--- src/pkg/wcb_defs.svh ---
// Bit positions, reset values and memory addresses of the wiper configuration bank.
// Assumes it is included by bare name from the design files.
`ifndef WCB_DEFS_SVH
`define WCB_DEFS_SVH

// Control register bit positions.
`define WCB_CTRL_WP_BIT 0
`define WCB_CTRL_PGM_BIT 1
`define WCB_CTRL_LIN_BIT 2
`define WCB_CTRL_BURST_BIT 3

// Control register value after the power-on preset.
`define WCB_CTRL_RESET 4'h3

// Memory map addresses.
`define WCB_ADDR_WB 2'h0
`define WCB_ADDR_AW 2'h1
`define WCB_ADDR_TOL_HI 2'h2
`define WCB_ADDR_TOL_LO 2'h3

// Sign bit of the tolerance high byte; 1 means positive.
`define WCB_TOL_SIGN_BIT 7

`endif

--- src/pkg/wcb_pkg.sv ---
// Types shared by the wiper configuration bank.
// Assumes nothing beyond a SystemVerilog compiler.
package wcb_pkg;

   // Preset sequencer states.
   typedef enum logic [1:0] {
      WCB_PRE_REQ = 2'b00,
      WCB_PRE_WB = 2'b01,
      WCB_PRE_AW = 2'b10,
      WCB_IDLE = 2'b11
   } wcb_state_e;

   typedef logic [3:0] wcb_ctrl_t;

endpackage

--- src/rtl/wcb_nvm.sv ---
// Small nonvolatile store: two wiper words and the read-only tolerance bytes.
// Assumes writes come only from the bank's own logic on the same clock.
`timescale 1ns/1ps
`default_nettype none
`include "wcb_defs.svh"
module wcb_nvm
   import wcb_pkg::*;
#(
   parameter int WIPER_BITS = 8,
   parameter logic [7:0] TOL_HI = 8'h80,
   parameter logic [7:0] TOL_LO = 8'h00,
   parameter logic [7:0] INIT_CODE = 8'h80
)
(
   input wire logic clk_i, // Clock.
   input wire logic rst_i, // Synchronous reset of the read port only.
   input wire logic we_i, // Store both wiper words.
   input wire logic [WIPER_BITS-1:0] wb_i, // Wiper-to-B code to store.
   input wire logic [WIPER_BITS-1:0] aw_i, // Wiper-to-A code to store.
   input wire logic re_i, // Read request.
   input wire logic [1:0] raddr_i, // Read address.
   output logic [7:0] rdata_o // Registered read data.
);

   // Stored words keep their value across reset, as a nonvolatile cell would.
   logic [WIPER_BITS-1:0] store_wb = INIT_CODE[WIPER_BITS-1:0];
   logic [WIPER_BITS-1:0] store_aw = INIT_CODE[WIPER_BITS-1:0];
   logic [WIPER_BITS-1:0] next_store_wb;
   logic [WIPER_BITS-1:0] next_store_aw;
   logic [7:0] next_rdata;

   // Next contents and read data; the tolerance bytes are fixed.
   always_comb
   begin
      next_store_wb = we_i ? wb_i : store_wb;
      next_store_aw = we_i ? aw_i : store_aw;
      next_rdata = rdata_o;
      if (re_i)
      begin
         if (raddr_i == `WCB_ADDR_WB)
            next_rdata = 8'(store_wb);
         else if (raddr_i == `WCB_ADDR_AW)
            next_rdata = 8'(store_aw);
         else if (raddr_i == `WCB_ADDR_TOL_HI)
            next_rdata = TOL_HI;
         else
            next_rdata = TOL_LO;
      end
   end

   // Registers the store and the read port.
   always_ff @(posedge clk_i)
   begin
      store_wb <= next_store_wb;
      store_aw <= next_store_aw;
      if (rst_i)
         rdata_o <= 8'h00;
      else
         rdata_o <= next_rdata;
   end

endmodule
`default_nettype wire

--- src/rtl/wcb_bank.sv ---
// Configuration bank of a single-channel digital potentiometer: control
// register, wiper latches, tap decoding and tolerance read-back.
// Assumes a command decoder on the same clock drives the request strobes.
//
// Operation
// With write protect at 0 the wiper stays at its stored value and interface writes are ignored; 1 allows them. Scale commands are still accepted at 0.
// Programming the stored wiper values is blocked while the program enable bit is 0 and allowed when it is 1.
// The mode bit selects potentiometer mode at 0 and linear gain setting mode at 1.
// The burst bit, meaningful only on the two-wire bus, keeps burst mode on across stop and repeated start.
// The wiper code is decoded so that each code selects exactly one of 128 or 256 taps.
// In potentiometer mode the wiper-to-B value rises with the code and wiper-to-A is its complement.
// In linear gain setting mode wiper-to-A follows its own wiper register directly.
// Bottom scale and top scale are extra positions, and top scale lowers wiper-to-A by one step.
// A factory tolerance is kept as a 16-bit sign-magnitude value readable by the host.
// Tolerance_sign_integer holds the sign in its top bit (1 positive) and the integer percent below it.
// Tolerance_fraction holds eight fraction bits of the tolerance.
// After reset a preset sequence loads the stored values into the wiper registers.
// After reset the control register reads 0x3.
`timescale 1ns/1ps
`default_nettype none
`include "wcb_defs.svh"
module wcb_bank
   import wcb_pkg::*;
#(
   parameter int WIPER_BITS = 8,
   parameter logic [7:0] TOL_HI = 8'h80, // Arbitrary factory value.
   parameter logic [7:0] TOL_LO = 8'h00, // Arbitrary factory value.
   parameter logic [7:0] INIT_CODE = 8'h80
)
(
   input wire logic CLK_I, // 250 MHz clock.
   input wire logic RST_I, // Synchronous power-on preset, active high.
   input wire logic CTRL_WE_I, // Control register write strobe.
   input wire logic [3:0] CTRL_DATA_I, // Control register write data.
   input wire logic WIPER_WE_I, // Wiper write strobe.
   input wire logic WIPER_SEL_I, // 0 selects wiper-to-B, 1 wiper-to-A.
   input wire logic [WIPER_BITS-1:0] WIPER_CODE_I, // Wiper write code.
   input wire logic WIPER_STORE_I, // Copy wipers to the store.
   input wire logic WIPER_RESTORE_I, // Reload wipers from the store.
   input wire logic SCALE_WE_I, // Scale position command strobe.
   input wire logic SCALE_TOP_I, // 1 top scale, 0 bottom scale.
   input wire logic SCALE_ENTER_I, // 1 enter, 0 exit.
   input wire logic I2C_SEL_I, // Two-wire bus in use.
   input wire logic MEM_RD_I, // Memory read strobe.
   input wire logic [1:0] MEM_ADDR_I, // Memory read address.
   output logic [3:0] CTRL_O, // Control register contents.
   output logic BURST_MODE_O, // Burst mode active.
   output logic LINEAR_MODE_O, // Linear gain setting mode.
   output logic [(1<<WIPER_BITS)-1:0] TAP_WB_O, // One-hot wiper tap.
   output logic [WIPER_BITS:0] RAW_CODE_O, // Wiper-to-A resistance code.
   output logic TOP_SCALE_O, // Top scale position.
   output logic BOTTOM_SCALE_O, // Bottom scale position.
   output logic PRESET_BUSY_O, // Preset or restore running.
   output logic [7:0] MEM_DATA_O, // Memory read data.
   output logic MEM_VALID_O // Read data valid pulse.
);

   localparam int TAPS = 1 << WIPER_BITS;
   localparam logic [WIPER_BITS:0] FULL = (WIPER_BITS+1)'(TAPS);

   // Only the 128- and 256-position variants exist.
   if (WIPER_BITS != 7 && WIPER_BITS != 8)
      $error("WIPER_BITS must be 7 or 8");

   wcb_state_e state;
   wcb_state_e next_state;
   wcb_ctrl_t ctrl;
   wcb_ctrl_t next_ctrl;
   logic [WIPER_BITS-1:0] wiper_wb;
   logic [WIPER_BITS-1:0] wiper_aw;
   logic [WIPER_BITS-1:0] next_wiper_wb;
   logic [WIPER_BITS-1:0] next_wiper_aw;
   logic next_top;
   logic next_bot;
   logic next_valid;
   logic nvm_we;
   logic nvm_re;
   logic [1:0] nvm_addr;
   logic [7:0] nvm_rdata;
   logic idle;

   assign idle = (state == WCB_IDLE);

   // Preset sequencer and memory port steering.
   always_comb
   begin
      next_state = state;
      nvm_re = 1'b0;
      nvm_addr = MEM_ADDR_I;
      nvm_we = 1'b0;
      next_valid = 1'b0;
      case (state)
         WCB_PRE_REQ:
         begin
            nvm_re = 1'b1;
            nvm_addr = `WCB_ADDR_WB;
            next_state = WCB_PRE_WB;
         end
         WCB_PRE_WB:
         begin
            nvm_re = 1'b1;
            nvm_addr = `WCB_ADDR_AW;
            next_state = WCB_PRE_AW;
         end
         WCB_PRE_AW:
            next_state = WCB_IDLE;
         default:
         begin
            nvm_re = MEM_RD_I;
            next_valid = MEM_RD_I;
            nvm_we = WIPER_STORE_I & ctrl[`WCB_CTRL_PGM_BIT];
            if (WIPER_RESTORE_I || (CTRL_WE_I && !CTRL_DATA_I[`WCB_CTRL_WP_BIT]))
               next_state = WCB_PRE_REQ;
         end
      endcase
   end

   // Control register and wiper latches.
   always_comb
   begin
      next_ctrl = ctrl;
      next_wiper_wb = wiper_wb;
      next_wiper_aw = wiper_aw;
      next_top = TOP_SCALE_O;
      next_bot = BOTTOM_SCALE_O;
      if (state == WCB_PRE_WB)
         next_wiper_wb = nvm_rdata[WIPER_BITS-1:0];
      else if (state == WCB_PRE_AW)
         next_wiper_aw = nvm_rdata[WIPER_BITS-1:0];
      else
      begin
         if (CTRL_WE_I)
            next_ctrl = CTRL_DATA_I;
         if (WIPER_WE_I && ctrl[`WCB_CTRL_WP_BIT] && !WIPER_RESTORE_I)
         begin
            if (WIPER_SEL_I)
               next_wiper_aw = WIPER_CODE_I;
            else
               next_wiper_wb = WIPER_CODE_I;
            next_top = 1'b0;
            next_bot = 1'b0;
         end
         else if (SCALE_WE_I)
         begin
            next_top = SCALE_TOP_I & SCALE_ENTER_I;
            next_bot = !SCALE_TOP_I & SCALE_ENTER_I;
         end
      end
   end

   // Decoded outputs computed from the next latch values.
   logic [(1<<WIPER_BITS)-1:0] next_tap;
   logic [WIPER_BITS:0] next_raw;
   always_comb
   begin
      next_tap = '0;
      if (next_top)
         next_tap[TAPS-1] = 1'b1;
      else if (next_bot)
         next_tap[0] = 1'b1;
      else
         next_tap[next_wiper_wb] = 1'b1;
      if (next_ctrl[`WCB_CTRL_LIN_BIT])
         next_raw = {1'b0, next_wiper_aw};
      else
         next_raw = FULL - {1'b0, next_wiper_wb};
      if (next_top && next_raw != '0)
         next_raw = next_raw - (WIPER_BITS+1)'(1);
   end

   // Registers every piece of state and every output except MEM_DATA_O, which is the store's registered read port.
   always_ff @(posedge CLK_I)
   begin
      if (RST_I)
      begin
         state <= WCB_PRE_REQ;
         ctrl <= `WCB_CTRL_RESET;
         wiper_wb <= '0;
         wiper_aw <= '0;
         CTRL_O <= `WCB_CTRL_RESET;
         BURST_MODE_O <= 1'b0;
         LINEAR_MODE_O <= 1'b0;
         TAP_WB_O <= (1<<WIPER_BITS)'(1);
         RAW_CODE_O <= FULL;
         TOP_SCALE_O <= 1'b0;
         BOTTOM_SCALE_O <= 1'b0;
         PRESET_BUSY_O <= 1'b1;
         MEM_VALID_O <= 1'b0;
      end
      else
      begin
         state <= next_state;
         ctrl <= next_ctrl;
         wiper_wb <= next_wiper_wb;
         wiper_aw <= next_wiper_aw;
         CTRL_O <= next_ctrl;
         BURST_MODE_O <= next_ctrl[`WCB_CTRL_BURST_BIT] & I2C_SEL_I;
         LINEAR_MODE_O <= next_ctrl[`WCB_CTRL_LIN_BIT];
         TAP_WB_O <= next_tap;
         RAW_CODE_O <= next_raw;
         TOP_SCALE_O <= next_top;
         BOTTOM_SCALE_O <= next_bot;
         PRESET_BUSY_O <= (next_state != WCB_IDLE);
         MEM_VALID_O <= next_valid;
      end
   end

   // Stored wipers and read-only tolerance bytes.
   wcb_nvm #(
      .WIPER_BITS(WIPER_BITS),
      .TOL_HI(TOL_HI),
      .TOL_LO(TOL_LO),
      .INIT_CODE(INIT_CODE)
   ) u_nvm (
      .clk_i(CLK_I),
      .rst_i(RST_I),
      .we_i(nvm_we),
      .wb_i(wiper_wb),
      .aw_i(wiper_aw),
      .re_i(nvm_re),
      .raddr_i(nvm_addr),
      .rdata_o(nvm_rdata)
   );

   assign MEM_DATA_O = nvm_rdata;
endmodule
`default_nettype wire

--- config.mk ---
export PLATFORM = sky130hd
export DESIGN_NAME = wcb_bank
export DESIGN_NICKNAME = d
export VERILOG_FILES = /design/src/pkg/wcb_pkg.sv /design/src/rtl/wcb_nvm.sv /design/src/rtl/wcb_bank.sv
export VERILOG_INCLUDE_DIRS = /design/src /design/src/pkg
export SDC_FILE = /design/constraint.sdc
export NUM_CORES = 1
export LEC_CHECK = 0
export BUFFER_PORTS_ARGS = -buffer_cell sky130_fd_sc_hd__buf_2
export CAP_MARGIN = 20
export CORE_ASPECT_RATIO = 0.5
export CORE_MARGIN = 5
export CORE_UTILIZATION = 28
export CTS_BUF_LIST = sky130_fd_sc_hd__clkbuf_4
export DETAILED_ROUTE_END_ITERATION = 8
export HOLD_SLACK_MARGIN = 0.1
export SKIP_CTS_REPAIR_TIMING = 1
export SYNTH_ARGS = -nofsm -noshare
export SYNTH_HDL_FRONTEND = slang
export SYNTH_HIERARCHICAL = 1
export SYNTH_SLANG_ARGS = --single-unit
export TNS_END_PERCENT = 30
--- constraint.sdc ---
create_clock -name CLK_I -period 3.4 [get_ports CLK_I]
set_input_delay 0 -clock CLK_I [delete_from_list [all_inputs] [get_ports CLK_I]]
set_output_delay 0 -clock CLK_I [all_outputs]
set_load 0.02 [all_outputs]
-- Word-level counts from Yosys, hierarchy flattened
Cells that the tools add are included.
Widths: inputs -> output; s select.
- word-level logic and storage cells: 84
- bits in registers: 317
- add/subtract/negate cells: 2
- reductions and logical operators: 17
- $lt $le $gt $ge: 2
- muxes and demuxes: 35
- eq/ne operators: 5
- bitwise logic cells: 6
- operators with widths (cell ; number):
    $mux 255 ; 1
    $mux 8 ; 11
    $mux 9 ; 2
    $mux 1 ; 13
    $mux 4 ; 3
    $lt 8x9->1 const B ; 1
    $reduce_bool 9->1 ; 1
    $sub 9x1->9 const B ; 1
    $sub 9x8->9 const A ; 1
    $demux 1 s8 ; 1
    $ge 8x1->1 const B ; 1
    $pmux 2 s3 ; 1
    $reduce_or 3->1 ; 2
    $logic_and 1x1->1 ; 5
    $and 1x1->1 ; 4
    $eq 2x1->1 const B ; 2
    $eq 2x2->1 const B ; 2
    $logic_not 2->1 ; 2
    $pmux 2 s2 ; 1
    $reduce_or 4->1 ; 1
    $logic_not 1->1 ; 3
    $reduce_and 3->1 ; 1
    $mux 2 ; 1
    $ne 2x2->1 const B ; 1
    other kinds (4) ; 5

-- Longest topological paths before layout
Gate-level depths: netlist of the first run.
- depth after elaboration: 11
- mapped depth: 14

-- By module
Netlist of the first run, hierarchy kept.
- by module, submodules not included (module ; cells an instance ; area each (µm²) ; times used ; seq. area each (µm²)):
    wcb_bank ; 864 ; 8675.8 ; 1 ; 5845.6
    wcb_nvm ; 46 ; 822.0 ; 1 ; 640.6

-- Worst setup path before layout of the first run
OpenSTA, ideal clock, no wires.
- kind: register to register
- from: register state[1]
- to: register RAW_CODE_O[6]
- arrival time: 3.127 ns
- path buffers: 2
- data required time: 3.277 ns
- slack: 0.149 ns
- clock period less this slack: 3.251 ns
- library setup time: 0.123 ns
- cell stages (with the launch flop): 15
- path through: dfxtp_1 > inv_1 > ha_1 > buf_4 > nor2_1 > and2_1 > mux2i_1 > buf_2 > nor2_1 > a21oi_1 > ha_1 > nand2_1 > or3_1 > a21oi_1 > mux2_1
- word-level cells in the longest chain between the ends: 8
- elaborated cells on any way between the ends: 16
- RTL lines (what ; line ; text):
    from (decl) ; wcb_bank.sv:65 ; wcb_state_e state;
    from (signal assigned) ; wcb_bank.sv:192 ; state <= next_state;
    parallel branches: the longest is 7 deep, another holds $sub 9x8->9 ; n/a ;
    $mux 9 * ; wcb_bank.sv:167 ; if (next_top && next_raw != '0)
    to (signal assigned) ; wcb_bank.sv:200 ; RAW_CODE_O <= next_raw;
    to (decl) ; wcb_bank.sv:50 ; output logic [WIPER_BITS:0] RAW_CODE_O,
Mark *: on every way between the ends.
A chain may end at the register's enable or synchronous reset.

-- Worst setup path in the final report of the first run
- from: register state[0]
- to: register TAP_WB_O[255]
- word-level cells in the longest chain between the ends: 9
- elaborated cells on any way between the ends: 15
- RTL lines (what ; line ; text):
    $eq 2x2->1 ; wcb_bank.sv:128 ; else if (state == WCB_PRE_AW)
    $mux 8 ; wcb_bank.sv:128 ;
    $mux 8 ; wcb_bank.sv:126 ; if (state == WCB_PRE_WB)
    $lt 8x9->1 (not written as such) or $ge 8x1->1 (tied branches) ; wcb_bank.sv:162 ; next_tap[next_wiper_wb] = 1'b1;
    $logic_and 1x1->1 (not written as such) ; wcb_bank.sv:162 ;
    $mux 1 (not written as such) ; wcb_bank.sv:162 ;
    $demux 1 s8 ; wcb_bank.sv:162 ;
    $mux 255 ; wcb_bank.sv:159 ; else if (next_bot)
    $mux 1 * ; wcb_bank.sv:157 ; if (next_top)
    to (signal assigned) ; wcb_bank.sv:183 ; TAP_WB_O <= (1<<WIPER_BITS)'(1);
    to (signal assigned) ; wcb_bank.sv:199 ; TAP_WB_O <= next_tap;
    to (decl) ; wcb_bank.sv:49 ; output logic [(1<<WIPER_BITS)-1:0] TAP_WB_O,
Every way passes the cells marked *; elsewhere a longest branch is shown, timed or not.

==> metrics.cfg, run 1 <==
[clock_network]
clock_latency_ns = 0.75
cts_inserted_buffers = 72
clock_sinks = 316
clk_path_buf_depth = 3
cts_max_level = 3
clkSlewWorstSetupHoldPaths_ns = 0.07
cts_root_buffer = clkbuf_4
cts_tree = yes

[placed_design]
place_area_um2 = 11750
dp.cells = 1655
port_buffers = 308
gp_congestion = 0.8484
dpl.hpwl_mm = 22.36
dpl_worst_slack_ns = 0.08589

[worst_setup_path]
cp_max_fo = 16
r2r_slack_ns = 0.09
rr_endpoint = TAP_WB_O[255]$_SDFF_PP0_
cp.arrival_ns = 3.95
required_ns = 4.04
critPathKind = reg -> reg
rr_worst_depth = 10
cp-start-kind = flop
cp-end-kind = flop
reg2reg_from = state[0]$_SDFF_PP0_

[route]
num_vias = 7878
wl_per_cell_um = 17.43
finalWirelength_mm = 31.89
first_pass_iters = 5
drtAntennaViolNets = 0
avgViaCountPerCell = 4.307
drt_iter0_drc = 404
drt_drc_violations_left = 0

[synth]
yosys.area.top_type_share = 0.6323
synth_edf_count = 16
synthesis.nets = 946
synth_cell_type_count = 61
async_reset_ff_frac = 0
synth_area_leaders = dfxtp_1, nor2_1, edfxtp_1
syn_avg_cell_area_um2 = 10.44
ys_seq_area_frac = 0.6829
synth-seq-cells = 316
synth_ff_type = dfxtp_1
yosysWarnings = 6
netlist_instances = 910
synth_top_cell_by_area = dfxtp_1
netlist_area_um2 = 9498

[hold_path]
holdPathEnd = wiper_aw[0]$_SDFF_PP0_
worstHoldStart = WIPER_WE_I
hp-class = in -> reg
min_path_cells = 5

[floorplanning]
initial_core_util = 0.2854
io_pins = 309
core_area_um2 = 33280
die_x_um = 270.5
dieArea_um2 = 37930
rows = 47
die_h_um = 140.2

[finish]
stdcell_count = 1829
final_core_util = 0.3985
drive_gt1_frac = 0.3622
finalNetCount = 1373
area_delta_synth_final_pct = 39.67
ff_latch_area_um2 = 6487
multiInputGateArea_um2 = 2776
layout_common_cells = buf_2, nor2_1, dfxtp_1, clkbuf_4, dlygate4sd3_1
stdcell_area_um2 = 13270
final_common_cell = buf_2
fill_cells = 3354

[grt]
grt_start_max_net_pins = 48
antenna_found_initial = 2
grt_overflow = 0
grt_usage = 0.1580
grt_first_pass_wirelength_mm = 46.65
grt_pass1_vias = 7637

[timing]
setup_viol = 0
fin_crit_ns = 3.310
finalHoldViolCount = 0
finalMaxSlewViolations = 0
finalCritPeriodShare = 0.9736
slew_headroom = 0.5462
worst_slack_ns = 0.08988
tightest_slew_ns = 0.6807
fin_worst_skew_ns = 0.05421
fmax_mhz = 302.1

[power_and_ir_drop]
p_per_area_nw_per_um2 = 868.6
leakagePower_nw = 6.044
p_total_mw = 11.52
peakVddDrop_uv = 315.9

[flow_run]
maxCapViolCount = 0

[run_status]
outcome = completed

-- worst max path at each step --
stage / startpoint / to / slack [ns] / cells after the start
4_1_cts: state[0]$_SDFF_PP0_ / RAW_CODE_O[4]$_SDFF_PP0_ / 0.03 / 12
6_report: state[0]$_SDFF_PP0_ / TAP_WB_O[255]$_SDFF_PP0_ / 0.09 / 10
3_5_place_dp: state[0]$_SDFF_PP0_ / RAW_CODE_O[4]$_SDFF_PP0_ / 0.09 / 12
5_1_grt: state[1]$_SDFF_PP0_ / RAW_CODE_O[6]$_SDFF_PP0_ / -0.02 / 13
3_3_place_gp: state[0]$_SDFF_PP0_ / RAW_CODE_O[4]$_SDFF_PP0_ / 0.18 / 12
2_1_floorplan: state[1]$_SDFF_PP0_ / RAW_CODE_O[6]$_SDFF_PP0_ / 0.15 / 14
-- metal layers --
metal,track usage,wire [um],vias up
li1,-,-,3855
met1,0.1871,13150,3736
met2,0.2800,16460,229
met3,0.04033,1464,58
met4,0.05681,818,0
met5,0,0,-
-- cell type report --
class,count,area share
flip-flops and latches,316,0.4891
repair buffers,402,0.1804
well taps,441,0.04160
diodes,2,0.0003773
clock buffers,105,0.05942
inverters,14,0.003962
multi-input cells,531,0.2093
clock inverters,18,0.01585
-- registers in the layout (all words and copies together) (netlist names), 2 cells and up --
| name | count |
|---|---|
| RAW_CODE_O | 9 |
| TAP_WB_O | 256 |
| ctrl | 4 |
| state | 2 |
| u_nvm/rdata_o | 8 |
| u_nvm/store_aw | 8 |
| u_nvm/store_wb | 8 |
| wiper_aw | 8 |
| wiper_wb | 8 |
-- where the power goes --
part           switching, mW  total (mW)  internal (mW)  leakage, nW
Clock                   1.46        3.26           1.80        0.585
Combinational           2.63        4.08           1.45         2.89
Sequential             0.159        4.19           4.03         2.57
-- cells by family (layout without fill, tap and decap cells) --
kind of cell             Yosys count  in the layout  synth area share
multiplexers                      19             19           0.02095
buffers and inverters             63            539           0.02753
flip-flops                       316            316            0.6829
AND/OR/NAND/NOR                  413            413            0.1850
XOR/XNOR                           1              1         0.0009223
other                              0              2                 0
adder cells (fa/ha/maj)           10             10           0.01317
AO/OA/AOI/OAI                     88             88           0.06956
-- synthesized netlist by cell type (5+ instances only) --
cell type and n:
o2bb2ai_1 7, dfxtp_1 300, edfxtp_1 16, nand4_1 5
buf_2 5, mux2_1 6, nand2b_1 7, nor2b_1 11
nor2_1 308, nand2_1 35, a21oi_1 17, and3_1 5
a31oi_1 10, a22o_1 6, nor3_1 8, clkbuf_1 37
ha_1 10, nand3_1 6, mux2i_1 12, and2_1 5
o22ai_1 8, inv_1 12
-- stage by stage --
step,TNS (ns),hold WS (ns)
after floorplan,0,0.07214
after global placement,0,0.2059
after detailed placement,0,0.2233
after CTS,0,-0.5956
after global routing,-0.02151,0.1060
final,0,0.09729
-- worst max-delay path: stages (launching register included) --
cell and delay, ns:
dfxtp_2 0.36, inv_1 0.08, ha_1 0.28, nor2_2 0.20
buf_4 0.18, a31oi_1 0.13, a22o_1 0.30, nor2_1 0.35
nand2_1 0.49, o22ai_1 0.27, dlygate4sd3_1 0.58
Note: power is estimated with default switching activity, not from simulation.
==> run 2, diff against run 1 <==
==> constraint.sdc (replaced) <==
create_clock -name CLK_I -period 3.6 [get_ports CLK_I]
set_input_delay 0 -clock CLK_I [delete_from_list [all_inputs] [get_ports CLK_I]]
set_output_delay 0 -clock CLK_I [all_outputs]
set_load 0.02 [all_outputs]
==> metrics.cfg, run 2 (synthesis results as in run 1) <==
[run_status]
outcome = completed

[power_and_ir_drop]
leakagePower_nw = 5.954
p_total_mw = 10.48
p_per_area_nw_per_um2 = 802.4
peakVddDrop_uv = 284.5

[worst_setup_path]
cp_max_fo = 8
cp.arrival_ns = 3.99
path_common_cell = ha_1
critPathKind = reg -> reg
cp-start-kind = flop
worst-path-buf-inv = 0
max_stage_delay_ns = 0.44
cpMaxStageDelayCell = dfxtp_1
cp_cell_sequence = ha_1, or2_1, o21ai_1, a22o_4, ha_1, a31o_1, a31o_2, nand3b_1, or3_1, a21oi_1, mux2_1
cp-end-kind = flop
required_ns = 4.19
cpLargestDelayFamily = compound AO/OA/AOI/OAI gates

[floorplanning]
initial_core_util = 0.2854
die_x_um = 270.5
die_h_um = 140.2
io_pins = 309
core_area_um2 = 33280
rows = 47
dieArea_um2 = 37930

[timing]
setup_viol = 0
finalCritPeriodShare = 0.9445
rsz0062_at_grt = false
tightest_slew_ns = 0.8602
slew_headroom = 0.4265
finalHoldViolCount = 0
fmax_mhz = 294.1
finalMaxSlewViolations = 0
fin_worst_skew_ns = 0.04579
timing.setup.tns_ns = 0
fin_crit_ns = 3.400

[grt]
grt_overflow = 0
grt_first_pass_wirelength_mm = 46.65
grt_pass1_vias = 7647
antenna_found_initial = 1
grt_start_max_net_pins = 49
grt_usage = 0.1580

[route]
wl_met1_mm = 12.97
finalWirelength_mm = 31.57
avgViaCountPerCell = 4.306
wl_met3_mm = 1.517
drt_drc_violations_left = 0
wl_per_cell_um = 17.33
num_vias = 7842
drtAntennaViolNets = 0
top_layer_used = met4
wl_met2_mm = 16.11
first_pass_iters = 5
drt_iter0_drc = 414

[clock_network]
cts_max_level = 3
clock_sinks = 316
clk_path_buf_depth = 3
cts_root_buffer = clkbuf_4
cts_tree = yes
clock_latency_ns = 0.73
cts_inserted_buffers = 73
clkSlewWorstSetupHoldPaths_ns = 0.08

[finish]
drive_gt1_frac = 0.3527
largest_register = TAP_WB_O
largestRegisters = TAP_WB_O (256), RAW_CODE_O (9)
layout_common_cells = nor2_1, buf_2, dfxtp_1, clkbuf_4, dlygate4sd3_1
final_core_util = 0.3924
fill_cells = 3315
finalNetCount = 1360
largest_reg_flops = 256
area_delta_synth_final_pct = 37.50

[hold_path]
hp-class = in -> reg

[placed_design]
port_buffers = 308
gp_congestion = 0.8259
dpl.hpwl_mm = 22.30

[flow_run]
maxCapViolCount = 0

## run 2: where the power goes
group / leakage (nW) / switching [mW] / internal [mW] / total [mW]
logic: 2.81 / 2.39 / 1.23 / 3.63
clock network: 0.568 / 1.39 / 1.51 / 2.90
registers: 2.57 / 0.151 / 3.80 / 3.95
## run 2: path summary, 6_finish.rpt
check / startpoint / endpoint / slack [ns] / depth (start not counted)
setup / recovery: state[1]$_SDFF_PP0_ / RAW_CODE_O[6]$_SDFF_PP0_ / 0.20 / 11
hold / removal: WIPER_WE_I / wiper_aw[4]$_SDFF_PP0_ / 0.12 / 5
setup reg to reg: state[1]$_SDFF_PP0_ / RAW_CODE_O[6]$_SDFF_PP0_ / 0.20 / 11
hold reg to reg: wiper_aw[5]$_SDFF_PP0_ / u_nvm/store_aw[5]$_DFFE_PP_ / 0.43 / 0
## run 2: layout make-up
type	instances	area (um^2)	area share
antenna	2	5.005	0.0003832
clock buffer	107	803.3	0.06151
clock inverter	22	141.4	0.01083
inverter	14	52.55	0.004024
multi-input combinational	531	2750	0.2106
sequential	316	6486	0.4966
tap	441	551.8	0.04225
timing repair buffer	388	2270	0.1738
## run 2: worst min-delay path, cell delays in order
cell and delay [ns]:
buf_2 0.11, nand4b_1 0.28, o31a_1 0.16, o22ai_1 0.13, nor2_1 0.11
## run 2: metal layers
layer	GRT usage	up-vias
li1	-	3820
met1	0.1882	3737
met2	0.2767	218
met3	0.03811	67
met4	0.06381	0
met5	0	-
## run 2: metrics by stage
stage	hold WS [ns]	cell area [um^2]	worst slack, ns	cells
after floorplan	0.07214	9498	0.3493	910
after global placement	0.2049	11700	0.3399	1649
after detailed placement	0.2099	11700	0.3081	1649
after CTS	-0.5948	12640	0.2655	1778
after global routing	0.1087	13060	0.03498	1820
final	0.1215	13060	0.1999	1821
==> run 3, diff against run 2 <==
--- a/config.mk
+++ b/config.mk
@@ -6,13 +6,13 @@
 export SDC_FILE = /design/constraint.sdc
 export NUM_CORES = 1
 export LEC_CHECK = 0
-export BUFFER_PORTS_ARGS = -buffer_cell sky130_fd_sc_hd__buf_2
 export CAP_MARGIN = 20
 export CORE_ASPECT_RATIO = 0.5
 export CORE_MARGIN = 5
 export CORE_UTILIZATION = 28
 export CTS_BUF_LIST = sky130_fd_sc_hd__clkbuf_4
 export DETAILED_ROUTE_END_ITERATION = 8
+export DONT_BUFFER_PORTS = 1
 export HOLD_SLACK_MARGIN = 0.1
 export SKIP_CTS_REPAIR_TIMING = 1
 export SYNTH_ARGS = -nofsm -noshare
==> metrics.cfg, run 3 (synthesis results as in run 1) <==
[timing]
finalMaxSlewViolations = 0
fin_worst_skew_ns = 0.04859
fin_crit_ns = 3.408
tightest_slew_ns = 1.007
slew_headroom = 0.3242
worst_slack_ns = 0.1920
setup_viol = 0
rsz0062_at_grt = false
fmax_mhz = 293.4
timing.setup.tns_ns = 0
finalHoldViolCount = 0
whs_ns = 0.1069
finalCritPeriodShare = 0.9467

[clock_network]
cts_root_buffer = clkbuf_4
clk_path_buf_depth = 3
cts_tree = yes
clkSlewWorstSetupHoldPaths_ns = 0.07
clock_latency_ns = 0.72
cts_inserted_buffers = 73
clock_sinks = 316
cts_max_level = 3

[placed_design]
dpl_worst_slack_ns = 0.2183
dpl.hpwl_mm = 21.15
port_buffers = 0
dp.cells = 1332
gp_congestion = 0.8421

[worst_setup_path]
cpMaxStageDelayCell = dlygate4sd3_1
worst-path-buf-inv = 3
cp-start-kind = flop
cp_max_fo = 16
cp.arrival_ns = 3.95
reg2reg_from = state[1]$_SDFF_PP0_
r2r_slack_ns = 0.19
path_common_cell = nor2_1
critPathKind = reg -> reg
rr_worst_depth = 11
max_stage_delay_ns = 0.62
worstSetupStartpoint = state[1]$_SDFF_PP0_
required_ns = 4.14
cp_cell_sequence = inv_1, ha_1, nor2_1, nand3_1, nor2_1, dlygate4sd3_1, a22oi_1, buf_4, and3_1, nand2_1, nor2_1
rr_endpoint = TAP_WB_O[222]$_SDFF_PP0_
cpLargestDelayFamily = simple AND/OR/NAND/NOR gates
cp-end-kind = flop

[floorplanning]
die_x_um = 270.5
io_pins = 309
rows = 47
die_h_um = 140.2
initial_core_util = 0.2854
dieArea_um2 = 37930
core_area_um2 = 33280

[grt]
grt_overflow = 0
grt_start_max_net_pins = 49
grt_usage = 0.1469
met1_usage = 0.1711
met3_usage = 0.03879
use_met2 = 0.2591
top_usage_layer = met2
grt_pass1_vias = 6190
grt_first_pass_wirelength_mm = 42.13
antenna_found_initial = 1

[finish]
layout_common_cells = nor2_1, dfxtp_1, clkbuf_4, dlygate4sd3_1, nand2_1
largest_reg_flops = 256
stdcell_count = 1503
fill_cells = 3355
largest_register = TAP_WB_O
largestRegisters = TAP_WB_O (256), RAW_CODE_O (9)
finalNetCount = 1046
area_delta_synth_final_pct = 21.51
final_common_cell = nor2_1
drive_gt1_frac = 0.1621
final_core_util = 0.3467

[hold_path]
min_path_cells = 5
holdPathEnd = TAP_WB_O[0]$_SDFF_PP1_
worstHoldStart = WIPER_CODE_I[3]
hp-class = in -> reg

[route]
finalWirelength_mm = 30.12
avgViaCountPerCell = 4.553
drtAntennaViolNets = 0
wl_per_cell_um = 20.04
num_vias = 6843
drt_iter0_drc = 357
first_pass_iters = 5
drt_drc_violations_left = 0

[run_status]
outcome = completed

[power_and_ir_drop]
p_per_area_nw_per_um2 = 903.5
netSwitchingPower_mw = 3.890
power_frac_seq = 0.404
p_sw_frac = 0.3731
clkPwrFrac = 0.287
peakVddDrop_uv = 267.2
p_int_mw = 6.537
leakagePower_nw = 4.293
combPwrFrac = 0.309

[flow_run]
maxCapViolCount = 0

-- run 3: changes by cell type in the layout (fill, tap and decap cells not counted), sizes merged --
cell / before / now
buf: 347 / 32
bufinv: 2 / 4
clkbuf: 107 / 104
clkinv: 16 / 15
clkinvlp: 0 / 1
diode: 2 / 1
dlygate4sd3: 41 / 42
inv: 18 / 16
-- run 3: worst max-delay path by stage --
stage / slack (ns) / depth (start not counted) / endpoint
after floorplan: 0.35 / 14 / RAW_CODE_O[6]$_SDFF_PP0_
after global placement: 0.32 / 12 / RAW_CODE_O[4]$_SDFF_PP0_
after detailed placement: 0.22 / 11 / RAW_CODE_O[4]$_SDFF_PP0_
after CTS: 0.20 / 12 / RAW_CODE_O[4]$_SDFF_PP0_
after global routing: 0.001 / 11 / TAP_WB_O[188]$_SDFF_PP0_
final: 0.19 / 11 / TAP_WB_O[222]$_SDFF_PP0_
-- run 3: cell type report --
| class | instances | area (um^2) | area share |
|---|---|---|---|
| sequential | 316 | 6486 | 0.5620 |
| antenna | 1 | 2.502 | 0.0002168 |
| tap | 441 | 551.8 | 0.04781 |
| multi-input combinational | 531 | 2761 | 0.2393 |
| inverter | 14 | 52.55 | 0.004553 |
| clock inverter | 22 | 195.2 | 0.01691 |
| timing repair buffer | 74 | 710.7 | 0.06158 |
| clock buffer | 104 | 780.7 | 0.06765 |
-- run 3: power groups by stage --
stage	logic [mW]	clock network, mW	registers, mW
after detailed placement	3.01	0	4.29
after global placement	2.97	0	4.29
after global routing	3.51	3.29	4.23
after floorplan	2.09	0	4.19
final	3.22	2.99	4.21
after CTS	3.03	3.09	4.21
-- run 3: worst reg2reg max path: cells and delay by family (launching register included) --
| family | cells | cell delay (ns) |
|---|---|---|
| flops | 1 | 0.45 |
| buf+inv | 3 | 0.92 |
| simple gates | 6 | 1.53 |
| fa+ha+maj | 1 | 0.24 |
| compound gates | 1 | 0.10 |
-- run 3: layer usage --
metal  up-vias  share of wire
li1       3192              -
met1      3309           0.39
met2       285           0.53
met3        57          0.057
met4         0          0.024
met5         -              0
-- run 3: metrics by stage --
step           cell area (um^2)  total power [mW]
4_1_cts                   11080             10.33
3_3_place_gp              10100             7.262
6_report                  11540             10.43
5_1_grt                   11540             11.03
3_5_place_dp              10100             7.302
2_1_floorplan              9498             6.273
